<file path="src/refsel_defs.svh">
// register offsets, field positions, reset values and timing counts for the reference selector
`ifndef REFSEL_DEFS_SVH
`define REFSEL_DEFS_SVH

// register indices, byte address is four times the index
`define MODE_IDX 8'h1f
`define CHOICE_IDX 8'h20
`define MASK_IDX 8'h21
`define RESTORE_IDX 8'h22
`define REVERT_IDX 8'h23
`define RANK0_IDX 8'h24
`define STATUS_IDX 8'h30
`define ADDR_W 8

// reset values
`define MODE_RST 8'h03
`define CHOICE_RST 8'h00
`define MASK_RST 8'h3c
`define RESTORE_RST 8'h00
`define REVERT_RST 8'h00
`define RANK0_RST 8'h10

// field positions
`define SW_MASK_LSB 0
`define HOLD_MASK_LSB 4
`define STAT_QUAL_LSB 0
`define STAT_STATE_LSB 12
`define STAT_REF_LSB 16

// selection codes and ranks
`define NUM_INPUTS 9
`define LAST_INPUT 4'h8
`define RANK_OFF 4'hf

// bus responses
`define RESP_OKAY 2'b00
`define RESP_SLVERR 2'b10

// timing: one minute at the 100 MHz system clock
`define CLK_HZ 100000000
`define MINUTE_SEC 60
`define CYC_PER_MIN (64'd`CLK_HZ * 64'd`MINUTE_SEC)

`endif

</file>
<file path="src/refsel_pkg.sv">
// types shared by the reference selector files
package refsel_pkg;

  // operating mode of the first digital loop
  typedef enum logic [1:0] {
    MODE_MANUAL_NORMAL,
    MODE_MANUAL_HOLDOVER,
    MODE_MANUAL_FREERUN,
    MODE_AUTO_NORMAL
  } loop_mode_t;

  // reported loop state
  typedef enum logic [1:0] {
    ST_FREERUN,
    ST_HOLDOVER,
    ST_LOCKED
  } loop_state_t;

  // failure indicators of one reference input
  typedef struct packed {
    logic precise_frequency_check;
    logic guard_soak_timer;
    logic coarse_frequency_check;
    logic single_cycle_check;
  } fail_vec_t;

endpackage : refsel_pkg

</file>
<file path="src/restore_qualifier.sv">
// per-input failure synchroniser, masking and restore_delay_minutes qualification
`timescale 1ns/1ps
`include "refsel_defs.svh"

module restore_qualifier #(
  parameter logic [39:0] CYC_PER_MIN = 40'd6000000000
) (
  // clock and reset
  input wire logic clk_sys,
  input wire logic arst_n,
  input wire logic ce,
  // raw indicators from the monitors
  input wire refsel_pkg::fail_vec_t fail_raw,
  // settings
  input wire logic [3:0] switch_failure_gate,
  input wire logic [3:0] hold_gate,
  input wire logic [3:0] restore_delay_minutes,
  // results
  output logic sw_fail,
  output logic hold_fail,
  output logic qual
);

  // ======================================================
  // input synchroniser
  logic [3:0] sync1_r, sync2_r, sync3_r, fail_r;

  // three stages, accepted once stages two and three agree
  always_ff @(posedge clk_sys or negedge arst_n) begin
    if (!arst_n) begin
      sync1_r <= 4'h0;
      sync2_r <= 4'h0;
      sync3_r <= 4'h0;
      fail_r <= 4'h0;
    end else if (ce) begin
      sync1_r <= fail_raw;
      sync2_r <= sync1_r;
      sync3_r <= sync2_r;
      if (sync2_r == sync3_r) fail_r <= sync3_r;
    end
  end

  // ======================================================
  // masking and restore timer
  logic [39:0] cyc_r, cyc_nxt;
  logic [3:0] min_r, min_nxt;
  wire waiting = (min_r < restore_delay_minutes);

  assign sw_fail = |(fail_r & switch_failure_gate); // RULE_05 RULE_07
  assign hold_fail = |(fail_r & hold_gate); // RULE_06 RULE_07
  assign qual = !sw_fail && !waiting; // RULE_14

  // restart on failure, then count whole minutes fault-free
  always_comb begin
    cyc_nxt = cyc_r;
    min_nxt = min_r;
    if (sw_fail) begin
      cyc_nxt = 40'h0; // RULE_08
      min_nxt = 4'h0;
    end else if (waiting) begin
      if (cyc_r == CYC_PER_MIN - 40'h1) begin
        cyc_nxt = 40'h0;
        min_nxt = min_r + 4'h1; // RULE_08
      end else begin
        cyc_nxt = cyc_r + 40'h1;
      end
    end
  end

  // never-failed inputs start as available
  always_ff @(posedge clk_sys or negedge arst_n) begin
    if (!arst_n) begin
      cyc_r <= 40'h0;
      min_r <= 4'hf;
    end else if (ce) begin
      cyc_r <= cyc_nxt;
      min_r <= min_nxt;
    end
  end

  // ======================================================
  // checks
  a_restore_hold: assert property (@(posedge clk_sys) disable iff (!arst_n) // RULE_08
    ($fell(sw_fail) && restore_delay_minutes != 4'h0) |-> !qual) else $error("input qualified before restore time");
  a_fail_unqual: assert property (@(posedge clk_sys) disable iff (!arst_n) // RULE_14
    (ce && sw_fail) |=> (min_r == 4'h0 || !ce)) else $error("failure did not restart restore timer");

endmodule : restore_qualifier

</file>
<file path="src/dpll_reference_selector.sv">
// reference selection control and status for the first digital loop, with an AXI4-Lite register slave
//
// Notes on behaviour
// RULE_01 - in automatic normal mode the reference choice register reads back the input the block has chosen.
// RULE_02 - in manual normal mode the value written to the reference choice register picks the loop input.
// RULE_03 - selection codes 0 to 8 name inputs 0 to 8, codes 9 to 15 are reserved and not accepted.
// RULE_04 - the reference choice register is read-only in automatic mode and read-write in manual mode; the code takes writes in manual normal mode only.
// RULE_05 - mask bits 3:0 gate which failure indicators drive automatic switching.
// RULE_06 - mask bits 7:4 gate which failure indicators force holdover.
// RULE_07 - a zero mask bit ignores its indicator and a one lets it act.
// RULE_08 - a failed input stays unavailable until fault-free for the programmed whole minutes, zero meaning none.
// RULE_09 - one revertive enable bit per input 0 to 7 chooses revertive or non-revertive switching.
// RULE_10 - bits 3:0 of the first rank register rank input 0 for automatic selection.
// RULE_11 - rank 0 is highest, larger is lower, and 15 excludes input 0.
// RULE_12 - in manual normal mode a failure of the chosen input puts the loop into holdover.
// RULE_13 - automatic mode picks the best qualified input, moves on failure, and holds over when none is left.
// RULE_14 - an input with an active switching failure or an unexpired restore time is not qualified.
//
// Chosen here: the AXI4-Lite slave port.
`timescale 1ns/1ps
`include "refsel_defs.svh"

module dpll_reference_selector #(
  parameter logic [39:0] CYC_PER_MIN = 40'(`CYC_PER_MIN)
) (
  // clock, reset, enable
  input wire logic clk_sys,
  input wire logic arst_n,
  input wire logic ce,
  // axi4-lite write address and data
  input wire logic [`ADDR_W-1:0] s_axi_awaddr,
  input wire logic s_axi_awvalid,
  output logic s_axi_awready,
  input wire logic [31:0] s_axi_wdata,
  input wire logic [3:0] s_axi_wstrb,
  input wire logic s_axi_wvalid,
  output logic s_axi_wready,
  // axi4-lite write response
  output logic [1:0] s_axi_bresp,
  output logic s_axi_bvalid,
  input wire logic s_axi_bready,
  // axi4-lite read
  input wire logic [`ADDR_W-1:0] s_axi_araddr,
  input wire logic s_axi_arvalid,
  output logic s_axi_arready,
  output logic [31:0] s_axi_rdata,
  output logic [1:0] s_axi_rresp,
  output logic s_axi_rvalid,
  input wire logic s_axi_rready,
  // failure indicators of the nine inputs
  input wire refsel_pkg::fail_vec_t [8:0] fail_ind,
  // loop control
  output logic [3:0] active_ref,
  output refsel_pkg::loop_state_t loop_state,
  output logic [8:0] qualified
);

  // ======================================================
  // registers
  logic [1:0] mode_r;
  logic [3:0] manual_sel_r;
  logic [7:0] mask_r, restore_r, revert_r, rank0_r;
  logic [3:0] active_ref_r, active_ref_nxt;
  refsel_pkg::loop_state_t state_r, state_nxt;
  logic [8:0] qual_r;

  wire mode_auto = (mode_r == refsel_pkg::MODE_AUTO_NORMAL);
  wire mode_manual = (mode_r == refsel_pkg::MODE_MANUAL_NORMAL);

  // ======================================================
  // per-input qualification
  logic [8:0] sw_fail_vec, hold_fail_vec, qual_vec;

  genvar gi;
  generate
    for (gi = 0; gi < `NUM_INPUTS; gi++) begin : g_in
      restore_qualifier #(.CYC_PER_MIN(CYC_PER_MIN)) u_qual (
        .clk_sys(clk_sys),
        .arst_n(arst_n),
        .ce(ce),
        .fail_raw(fail_ind[gi]),
        .switch_failure_gate(mask_r[`SW_MASK_LSB +: 4]),
        .hold_gate(mask_r[`HOLD_MASK_LSB +: 4]),
        .restore_delay_minutes(restore_r[3:0]),
        .sw_fail(sw_fail_vec[gi]),
        .hold_fail(hold_fail_vec[gi]),
        .qual(qual_vec[gi])
      );
    end
  endgenerate

  // ======================================================
  // rank of each input and best qualified candidate
  logic [3:0] rank [0:8];
  logic [3:0] best_idx, best_rank;
  logic best_valid;

  // input 0 ranked by register, the others by their number
  always_comb begin
    rank[0] = rank0_r[3:0]; // RULE_10
    for (int n = 1; n < `NUM_INPUTS; n++) begin
      rank[n] = 4'(n);
    end
  end

  // lowest rank wins, ties go to the lower input number
  always_comb begin
    best_idx = 4'h0;
    best_rank = `RANK_OFF;
    best_valid = 1'b0;
    for (int n = 0; n < `NUM_INPUTS; n++) begin
      if (qual_vec[n] && rank[n] != `RANK_OFF && (!best_valid || rank[n] < best_rank)) begin // RULE_11 RULE_14
        best_idx = 4'(n);
        best_rank = rank[n];
        best_valid = 1'b1;
      end
    end
  end

  // ======================================================
  // selection decisions
  wire cur_in_range = (active_ref_r <= `LAST_INPUT);
  wire [3:0] cur_rank = cur_in_range ? rank[active_ref_r] : `RANK_OFF;
  wire cur_ok = cur_in_range && qual_vec[active_ref_r] && cur_rank != `RANK_OFF && state_r == refsel_pkg::ST_LOCKED;
  wire best_revert = (best_idx < `LAST_INPUT) && revert_r[best_idx[2:0]]; // RULE_09
  wire auto_switch = best_valid && (!cur_ok || (best_revert && best_rank < cur_rank)); // RULE_09 RULE_13
  wire [3:0] auto_ref = auto_switch ? best_idx : active_ref_r;
  wire auto_hold = (!cur_ok && !best_valid) || hold_fail_vec[auto_ref]; // RULE_06 RULE_13
  wire manual_hold = hold_fail_vec[manual_sel_r]; // RULE_12

  // next selection and loop state per mode
  always_comb begin
    active_ref_nxt = active_ref_r;
    state_nxt = state_r;
    case (mode_r)
      refsel_pkg::MODE_MANUAL_NORMAL: begin
        active_ref_nxt = manual_sel_r; // RULE_02
        state_nxt = manual_hold ? refsel_pkg::ST_HOLDOVER : refsel_pkg::ST_LOCKED; // RULE_12
      end
      refsel_pkg::MODE_MANUAL_HOLDOVER: state_nxt = refsel_pkg::ST_HOLDOVER;
      refsel_pkg::MODE_MANUAL_FREERUN: state_nxt = refsel_pkg::ST_FREERUN;
      refsel_pkg::MODE_AUTO_NORMAL: begin
        active_ref_nxt = auto_ref; // RULE_13
        state_nxt = auto_hold ? refsel_pkg::ST_HOLDOVER : refsel_pkg::ST_LOCKED; // RULE_13
      end
      default: state_nxt = refsel_pkg::ST_FREERUN;
    endcase
  end

  // loop state flops
  always_ff @(posedge clk_sys or negedge arst_n) begin
    if (!arst_n) begin
      active_ref_r <= 4'h0;
      state_r <= refsel_pkg::ST_FREERUN;
      qual_r <= 9'h000;
    end else if (ce) begin
      active_ref_r <= active_ref_nxt;
      state_r <= state_nxt;
      qual_r <= qual_vec;
    end
  end

  assign active_ref = active_ref_r;
  assign loop_state = state_r;
  assign qualified = qual_r;

  // ======================================================
  // axi4-lite write path
  logic aw_held_r, w_held_r, awready_r, wready_r, bvalid_r;
  logic [1:0] bresp_r;
  logic [`ADDR_W-1:0] waddr_r;
  logic [7:0] wbyte_r;
  logic wlane_r;

  wire aw_fire = s_axi_awvalid && awready_r;
  wire w_fire = s_axi_wvalid && wready_r;
  wire wr_go = aw_held_r && w_held_r && !bvalid_r;
  wire [5:0] widx = waddr_r[7:2];
  wire wr_mode = (widx == 6'(`MODE_IDX));
  wire wr_choice = (widx == 6'(`CHOICE_IDX));
  wire wr_mask = (widx == 6'(`MASK_IDX));
  wire wr_restore = (widx == 6'(`RESTORE_IDX));
  wire wr_revert = (widx == 6'(`REVERT_IDX));
  wire wr_rank0 = (widx == 6'(`RANK0_IDX));
  wire wr_status = (widx == 6'(`STATUS_IDX));
  wire wr_hit = wr_mode | wr_choice | wr_mask | wr_restore | wr_revert | wr_rank0 | wr_status;
  wire wr_en = wr_go && wlane_r;
  wire choice_ok = mode_manual && wbyte_r[3:0] <= `LAST_INPUT; // RULE_03 RULE_04

  // capture address and data in either order, answer once both are held
  always_ff @(posedge clk_sys or negedge arst_n) begin
    if (!arst_n) begin
      aw_held_r <= 1'b0;
      w_held_r <= 1'b0;
      awready_r <= 1'b1;
      wready_r <= 1'b1;
      bvalid_r <= 1'b0;
      bresp_r <= `RESP_OKAY;
      waddr_r <= 8'h00;
      wbyte_r <= 8'h00;
      wlane_r <= 1'b0;
    end else if (ce) begin
      if (aw_fire) begin
        aw_held_r <= 1'b1;
        awready_r <= 1'b0;
        waddr_r <= s_axi_awaddr;
      end
      if (w_fire) begin
        w_held_r <= 1'b1;
        wready_r <= 1'b0;
        wbyte_r <= s_axi_wdata[7:0];
        wlane_r <= s_axi_wstrb[0];
      end
      if (wr_go) begin
        bvalid_r <= 1'b1;
        bresp_r <= wr_hit ? `RESP_OKAY : `RESP_SLVERR;
      end else if (bvalid_r && s_axi_bready) begin
        bvalid_r <= 1'b0;
        aw_held_r <= 1'b0;
        w_held_r <= 1'b0;
        awready_r <= 1'b1;
        wready_r <= 1'b1;
      end
    end
  end

  // software settings, status register is read-only
  always_ff @(posedge clk_sys or negedge arst_n) begin
    if (!arst_n) begin
      mode_r <= 2'(`MODE_RST);
      manual_sel_r <= 4'(`CHOICE_RST);
      mask_r <= `MASK_RST;
      restore_r <= `RESTORE_RST;
      revert_r <= `REVERT_RST;
      rank0_r <= `RANK0_RST;
    end else if (ce && wr_en) begin
      if (wr_mode) mode_r <= wbyte_r[1:0];
      if (wr_choice && choice_ok) manual_sel_r <= wbyte_r[3:0]; // RULE_02 RULE_04
      if (wr_mask) mask_r <= wbyte_r; // RULE_05 RULE_06
      if (wr_restore) restore_r <= {4'h0, wbyte_r[3:0]}; // RULE_08
      if (wr_revert) revert_r <= wbyte_r; // RULE_09
      if (wr_rank0) rank0_r <= wbyte_r; // RULE_10
    end
  end

  assign s_axi_awready = awready_r;
  assign s_axi_wready = wready_r;
  assign s_axi_bvalid = bvalid_r;
  assign s_axi_bresp = bresp_r;

  // ======================================================
  // axi4-lite read path
  logic arready_r, rvalid_r;
  logic [31:0] rdata_r;
  logic [1:0] rresp_r;

  wire ar_fire = s_axi_arvalid && arready_r;
  wire [5:0] ridx = s_axi_araddr[7:2];
  wire [3:0] choice_view = mode_auto ? active_ref_r : manual_sel_r; // RULE_01
  wire [31:0] status_view = {12'h000, active_ref_r, 2'b00, 2'(state_r), 3'b000, qual_r};
  logic [31:0] rd_mux;
  logic rd_hit;

  // register read selection
  always_comb begin
    rd_hit = 1'b1;
    case (ridx)
      6'(`MODE_IDX): rd_mux = {30'h0, mode_r};
      6'(`CHOICE_IDX): rd_mux = {28'h0, choice_view}; // RULE_01 RULE_04
      6'(`MASK_IDX): rd_mux = {24'h0, mask_r};
      6'(`RESTORE_IDX): rd_mux = {24'h0, restore_r};
      6'(`REVERT_IDX): rd_mux = {24'h0, revert_r};
      6'(`RANK0_IDX): rd_mux = {24'h0, rank0_r};
      6'(`STATUS_IDX): rd_mux = status_view;
      default: begin
        rd_mux = 32'h0000_0000;
        rd_hit = 1'b0;
      end
    endcase
  end

  // one read in flight, data held until taken
  always_ff @(posedge clk_sys or negedge arst_n) begin
    if (!arst_n) begin
      arready_r <= 1'b1;
      rvalid_r <= 1'b0;
      rdata_r <= 32'h0000_0000;
      rresp_r <= `RESP_OKAY;
    end else if (ce) begin
      if (ar_fire) begin
        arready_r <= 1'b0;
        rvalid_r <= 1'b1;
        rdata_r <= rd_mux;
        rresp_r <= rd_hit ? `RESP_OKAY : `RESP_SLVERR;
      end else if (rvalid_r && s_axi_rready) begin
        rvalid_r <= 1'b0;
        arready_r <= 1'b1;
      end
    end
  end

  assign s_axi_arready = arready_r;
  assign s_axi_rvalid = rvalid_r;
  assign s_axi_rdata = rdata_r;
  assign s_axi_rresp = rresp_r;

  // ======================================================
  // checks
  a_auto_report: assert property (@(posedge clk_sys) disable iff (!arst_n) // RULE_01
    (ce && ar_fire && mode_auto && ridx == 6'(`CHOICE_IDX)) |=> s_axi_rdata[3:0] == $past(active_ref_r))
    else $error("auto choice not reported");
  a_manual_follow: assert property (@(posedge clk_sys) disable iff (!arst_n) // RULE_02
    (ce && mode_manual) |=> active_ref_r == $past(manual_sel_r)) else $error("manual choice not followed");
  a_code_range: assert property (@(posedge clk_sys) disable iff (!arst_n) // RULE_03
    (ce && wr_en && wr_choice && wbyte_r[3:0] > `LAST_INPUT) |=> manual_sel_r == $past(manual_sel_r))
    else $error("reserved code accepted");
  a_auto_readonly: assert property (@(posedge clk_sys) disable iff (!arst_n) // RULE_04
    (ce && wr_en && wr_choice && mode_auto) |=> $stable(manual_sel_r)) else $error("choice written in auto mode");
  a_switch_mask: assert property (@(posedge clk_sys) disable iff (!arst_n) // RULE_05 RULE_07 RULE_14
    (ce && mode_auto && cur_in_range && sw_fail_vec[active_ref_r] && best_valid) |=> active_ref_r == $past(best_idx))
    else $error("failing input kept in use");
  a_manual_hold: assert property (@(posedge clk_sys) disable iff (!arst_n) // RULE_06 RULE_12
    (ce && mode_manual && hold_fail_vec[manual_sel_r]) |=> state_r == refsel_pkg::ST_HOLDOVER)
    else $error("manual failure without holdover");
  a_auto_empty: assert property (@(posedge clk_sys) disable iff (!arst_n) // RULE_13
    (ce && mode_auto && !best_valid && !cur_ok) |=> state_r == refsel_pkg::ST_HOLDOVER)
    else $error("no input yet not holding over");
  a_auto_pick: assert property (@(posedge clk_sys) disable iff (!arst_n) // RULE_11 RULE_13
    (ce && mode_auto && best_valid && !cur_ok) |=> active_ref_r == $past(best_idx))
    else $error("best input not picked");
  a_excluded_rank: assert property (@(posedge clk_sys) disable iff (!arst_n) // RULE_10 RULE_11
    (best_valid && best_idx == 4'h0) |-> rank0_r[3:0] != `RANK_OFF) else $error("excluded input zero chosen");
  a_nonrevert: assert property (@(posedge clk_sys) disable iff (!arst_n) // RULE_09
    (ce && mode_auto && cur_ok && revert_r == 8'h00) |=> $stable(active_ref_r))
    else $error("switched without revertive enable");

  c_auto_switch: cover property (@(posedge clk_sys) disable iff (!arst_n) ce && mode_auto && auto_switch && cur_ok);
  c_auto_hold: cover property (@(posedge clk_sys) disable iff (!arst_n) mode_auto && state_r == refsel_pkg::ST_HOLDOVER);
  c_manual_write: cover property (@(posedge clk_sys) disable iff (!arst_n) wr_en && wr_choice && choice_ok);

endmodule : dpll_reference_selector

</file>
<file path="config.mk">
export PLATFORM = sky130hd
export DESIGN_NAME = dpll_reference_selector
export DESIGN_NICKNAME = d
export VERILOG_FILES = /design/src/refsel_pkg.sv /design/src/restore_qualifier.sv /design/src/dpll_reference_selector.sv
export VERILOG_INCLUDE_DIRS = /design/src
export SDC_FILE = /design/constraint.sdc
export NUM_CORES = 1
export LEC_CHECK = 0
export CORE_MARGIN = 3
export CORE_UTILIZATION = 60
export DETAILED_ROUTE_END_ITERATION = 7
export DONT_BUFFER_PORTS = 1
export GPL_ROUTABILITY_DRIVEN = 0
export PLACE_DENSITY = 0.76
export SLEW_MARGIN = 0
export SYNTH_ARGS = -nofsm -noshare
export SYNTH_HDL_FRONTEND = slang
export SYNTH_HIERARCHICAL = 1
export SYNTH_SLANG_ARGS = --single-unit
</file>
<file path="constraint.sdc">
create_clock -name clk_sys -period 7.8 [get_ports clk_sys]
set_clock_uncertainty 0.15 [all_clocks]
set_input_delay 0.39 -clock clk_sys [delete_from_list [all_inputs] [get_ports clk_sys]]
set_output_delay 0.39 -clock clk_sys [all_outputs]
set_load 0.03 [all_outputs]
</file>
==> flow_metrics.tcl <==
set metrics [dict create \
    critPathCaptureType "flip-flop" \
    rows 89 \
    routed-via-count 30400 \
    synth.top_cells.by_area "dfrtp_1 40%, mux2_2 6.5%, xnor2_1 5.0%" \
    placed_area_mm2 0.0366 \
    timing.final.crit_period_ns 6.88 \
    run_status "complete, but fails checks" \
    rsz0062_at_grt "no" \
    clk_pin_slew_worst_paths_ns 0.06 \
    slowest_stage "dfrtp_1" \
    numPortBuffers 0 \
    powerDensity_mw_per_mm2 194 \
    synth_top_family_by_area "simple AND/OR/NAND/NOR gates" \
    track_usage_pct 29.5 \
    groute.layer.met1.usage_pct 40.9 \
    synth_edf_count 0 \
    fin_setup_tns_ns 0 \
    grt-busiest-layer "met2" \
    wl_per_cell_um 20.7 \
    rrSetupSlack_ns 0.92 \
    cp_cell_sequence "a22oi_1 > and2_1 > inv_1 > nor2_1 > nand2b_1 > o21ai_1 > o21ai_0 > a221oi_1 > a21o_1 > inv_1 > a21oi_1 > ha_1 > a21o_1 > a221oi_1 > nand2_1 > nor2_1 > o21ai_0 > or2_1 > mux2i_1 > mux2_2 > o211a_1 > a41o_1" \
    hold_path.class "in -> async" \
    dieArea_mm2 0.0638 \
    clkLatencyLatePin_ns 0.62 \
    cts_tree "yes" \
    synth_compound_area_share_pct 15.6 \
    fin_area_mm2 0.0401 \
    syn_inst 3707 \
    cts.sinks 628 \
    cts_buffers 70 \
    drt_iter0_drc 2928 \
    synthXorXnorAreaFrac_pct 5.66 \
    drt-total-wl_um 94600 \
    total_power_mw 7.77 \
    ir_drop_v 0.000202 \
    slew_headroom_pct 4.75 \
    fin_util_pct 67.4 \
    synth_area_leader_cell "dfrtp_1" \
    ant_nets 0 \
    ys.flop_type "dfrtp_1" \
    grt_overflow 0 \
    use_met2_pct 46.6 \
    synthMuxAreaShare_pct 7.02 \
    drive_gt1_share_pct 13.6 \
    postSynthAreaPerCell_um2 9.84 \
    num_io_pins 152 \
    core-area_mm2 0.0596 \
    hold_violations 606 \
    crit_family "compound AO/OA/AOI/OAI gates" \
    htree_levels 3 \
    hold_slack_ns -0.631 \
    synth.distinct_cells 88 \
    netlist.area_leader.share_pct 39.9 \
    cts_root_buffer "clkbuf_16" \
    grt_pass1_wl_um 155000 \
    slew_violations 0 \
    clk_path_buf_depth 3 \
    ys_warn_count 6 \
    required_ns 8.14 \
    max_stage_delay_ns 0.69 \
    final_nets 3874 \
    worst_pin_slew_ns 1.43 \
    dp_hpwl_um 59900 \
    violations "hold timing" \
    drt_drc_violations_left 0 \
    critPathKind "reg -> reg" \
    grt_max_degree 629 \
    cts_hold_buf 103 \
    fin_crit_sh_pct 88.2 \
    synthSimpleGateAreaFrac_pct 22.2 \
    ys_seq_elements 628 \
    die_w_um 253 \
    leakage_nw 16.0 \
    crit_fanout 12 \
    drt_first_pass_iters 6 \
    antenna_found_initial 1 \
    die_h_um 253 \
    fillers 4551 \
    syn_area_mm2 0.0365 \
    crit_buf_inv 2 \
    drv_cap 0 \
    postSynth.asyncResetShare_pct 100 \
    arrival_ns 7.22 \
    first_global_vias 29400 \
    clock.fmax_ghz 0.145 \
    syn_to_final_growth_pct 9.98 \
    critPathLaunchType "flip-flop" \
    synth_fa_ha_area_share_pct 1.75 \
    viasPerCell 6.66 \
    use_met3_pct 5.94 \
    initial_core_util_pct 61.2 \
    setup_viol 0 \
    ys_seq_area_share_pct 43.2 \
]
metrics by stage:
| stage | setup slack [ns] | instances |
|---|---|---|
| finish | 0.917 | 4560 |
| global route | 0.361 | 4557 |
| CTS | 1.05 | 4556 |
| detailed placement | 1.15 | 4325 |
| global placement | 1.26 | 4325 |
| floorplan | 2.40 | 3725 |
path summary, 6_finish.rpt:
check,cells past startpoint,end,start
setup / recovery,22,loop_state[1]$_DFFE_PN0P_,mask_r[0]$_DFFE_PN0P_
hold / removal,0,g_in[1].u_qual/cyc_r[25]$_DFFE_PN0P_,arst_n
setup reg to reg,22,loop_state[1]$_DFFE_PN0P_,mask_r[0]$_DFFE_PN0P_
hold reg to reg,1,g_in[6].u_qual/sync2_r[2]$_DFFE_PN0P_,g_in[6].u_qual/sync1_r[2]$_DFFE_PN0P_
max in group asynchronous,0,g_in[7].u_qual/cyc_r[31]$_DFFE_PN0P_,arst_n
min in group clk_sys,2,g_in[4].u_qual/min_r[0]$_DFFE_PN1P_,ce
worst reg2reg max path, stage by stage (launching register included):
cell and delay [ns]:
dfrtp_1 0.69, a22oi_1 0.41, and2_1 0.32, inv_1 0.24, nor2_1 0.51, nand2b_1 0.32
o21ai_1 0.64, o21ai_0 0.20, a221oi_1 0.34, a21o_1 0.22, inv_1 0.06, a21oi_1 0.15
ha_1 0.26, a21o_1 0.18, a221oi_1 0.34, nand2_1 0.12, nor2_1 0.18, o21ai_0 0.14
or2_1 0.34, mux2i_1 0.17, mux2_2 0.28, o211a_1 0.26, a41o_1 0.26
cell usage in the layout, fill, tap and decap left out, types with 25 or more instances in the layout:
cell type,Yosys,routed
xnor2_1,208,208
and4_1,35,35
nand4b_1,27,27
nor4_1,30,30
mux2_2,209,209
dfrtp_1,582,582
or3_1,65,65
and3_1,39,39
dfstp_2,46,46
a2111oi_0,54,54
nor4b_1,70,70
o21ai_0,141,141
dlygate4sd3_1,0,102
a31oi_1,25,25
or4_1,55,55
nand4_1,160,160
inv_1,146,146
ha_1,51,51
a211oi_1,81,81
a22oi_1,49,49
a21oi_1,170,170
nand2_1,203,203
nand3_1,167,167
nor3_1,65,65
clkbuf_16,0,75
nor3b_1,34,33
o211ai_1,65,65
and2_1,30,30
xor2_1,28,28
nor2_1,301,301
metal layers:
| layer | up-vias | wire [um] |
|---|---|---|
| met5 | - | 0 |
| met4 | 0 | 2940 |
| met3 | 213 | 7300 |
| met2 | 1197 | 43300 |
| met1 | 14900 | 41000 |
| li1 | 14000 | - |
Yosys cell counts, types with 35 or more instances:
master     count
nor2_1       301
a211oi_1      81
mux2_2       209
or4_1         55
ha_1          51
o21ai_0      141
dfstp_2       46
dfrtp_1      582
xnor2_1      208
a22oi_1       49
and3_1        39
buf_2         45
or3_1         65
nand3_1      167
a21oi_1      170
and4_1        35
a2111oi_0     54
nand4_1      160
nor4b_1       70
o211ai_1      65
nand2_1      203
nor3_1        65
inv_1        146
clkbuf_1     101
power by group:
group / leakage [nW] / internal, mW / switching [mW]
Sequential: 7.82 / 3.50 / 0.267
Combinational: 7.02 / 0.309 / 0.184
Clock: 1.21 / 2.13 / 1.38
sequential cells by signal (all words and copies together) (netlist names), 9 cells and up:
signal               cells
g_in.u_qual/cyc_r      360
g_in.u_qual/fail_r      36
g_in.u_qual/min_r       36
g_in.u_qual/sync1_r     36
g_in.u_qual/sync2_r     36
g_in.u_qual/sync3_r     36
s_axi_rdata             15
qualified                9
what timing repair did:
item / in CTS / in global routing
resized for setup: 0 / 0
hold endpoints to repair: 795 / 628
setup buffers: 0 / 0
cells by family (layout without fill, tap and decap cells):
kind of cell,after synthesis,after routing
xor+xnor,236,236
compound gates,811,811
other cells,1,23
buf+inv,344,402
fa+ha+maj,51,51
mux,224,224
simple gates,1412,1412
flops,628,628
cell type report:
class | count | area (um2) | area share, %
diodes | 4 | 10.0 | 0.0249
clock buffers | 103 | 2120 | 5.29
clock inverters | 25 | 349 | 0.870
inverters | 148 | 556 | 1.38
multi-input cells | 2753 | 19100 | 47.7
flip-flops and latches | 628 | 15800 | 39.3
well taps | 773 | 967 | 2.41
repair buffers | 126 | 1220 | 3.04
(Power assumes the default switching activity.)
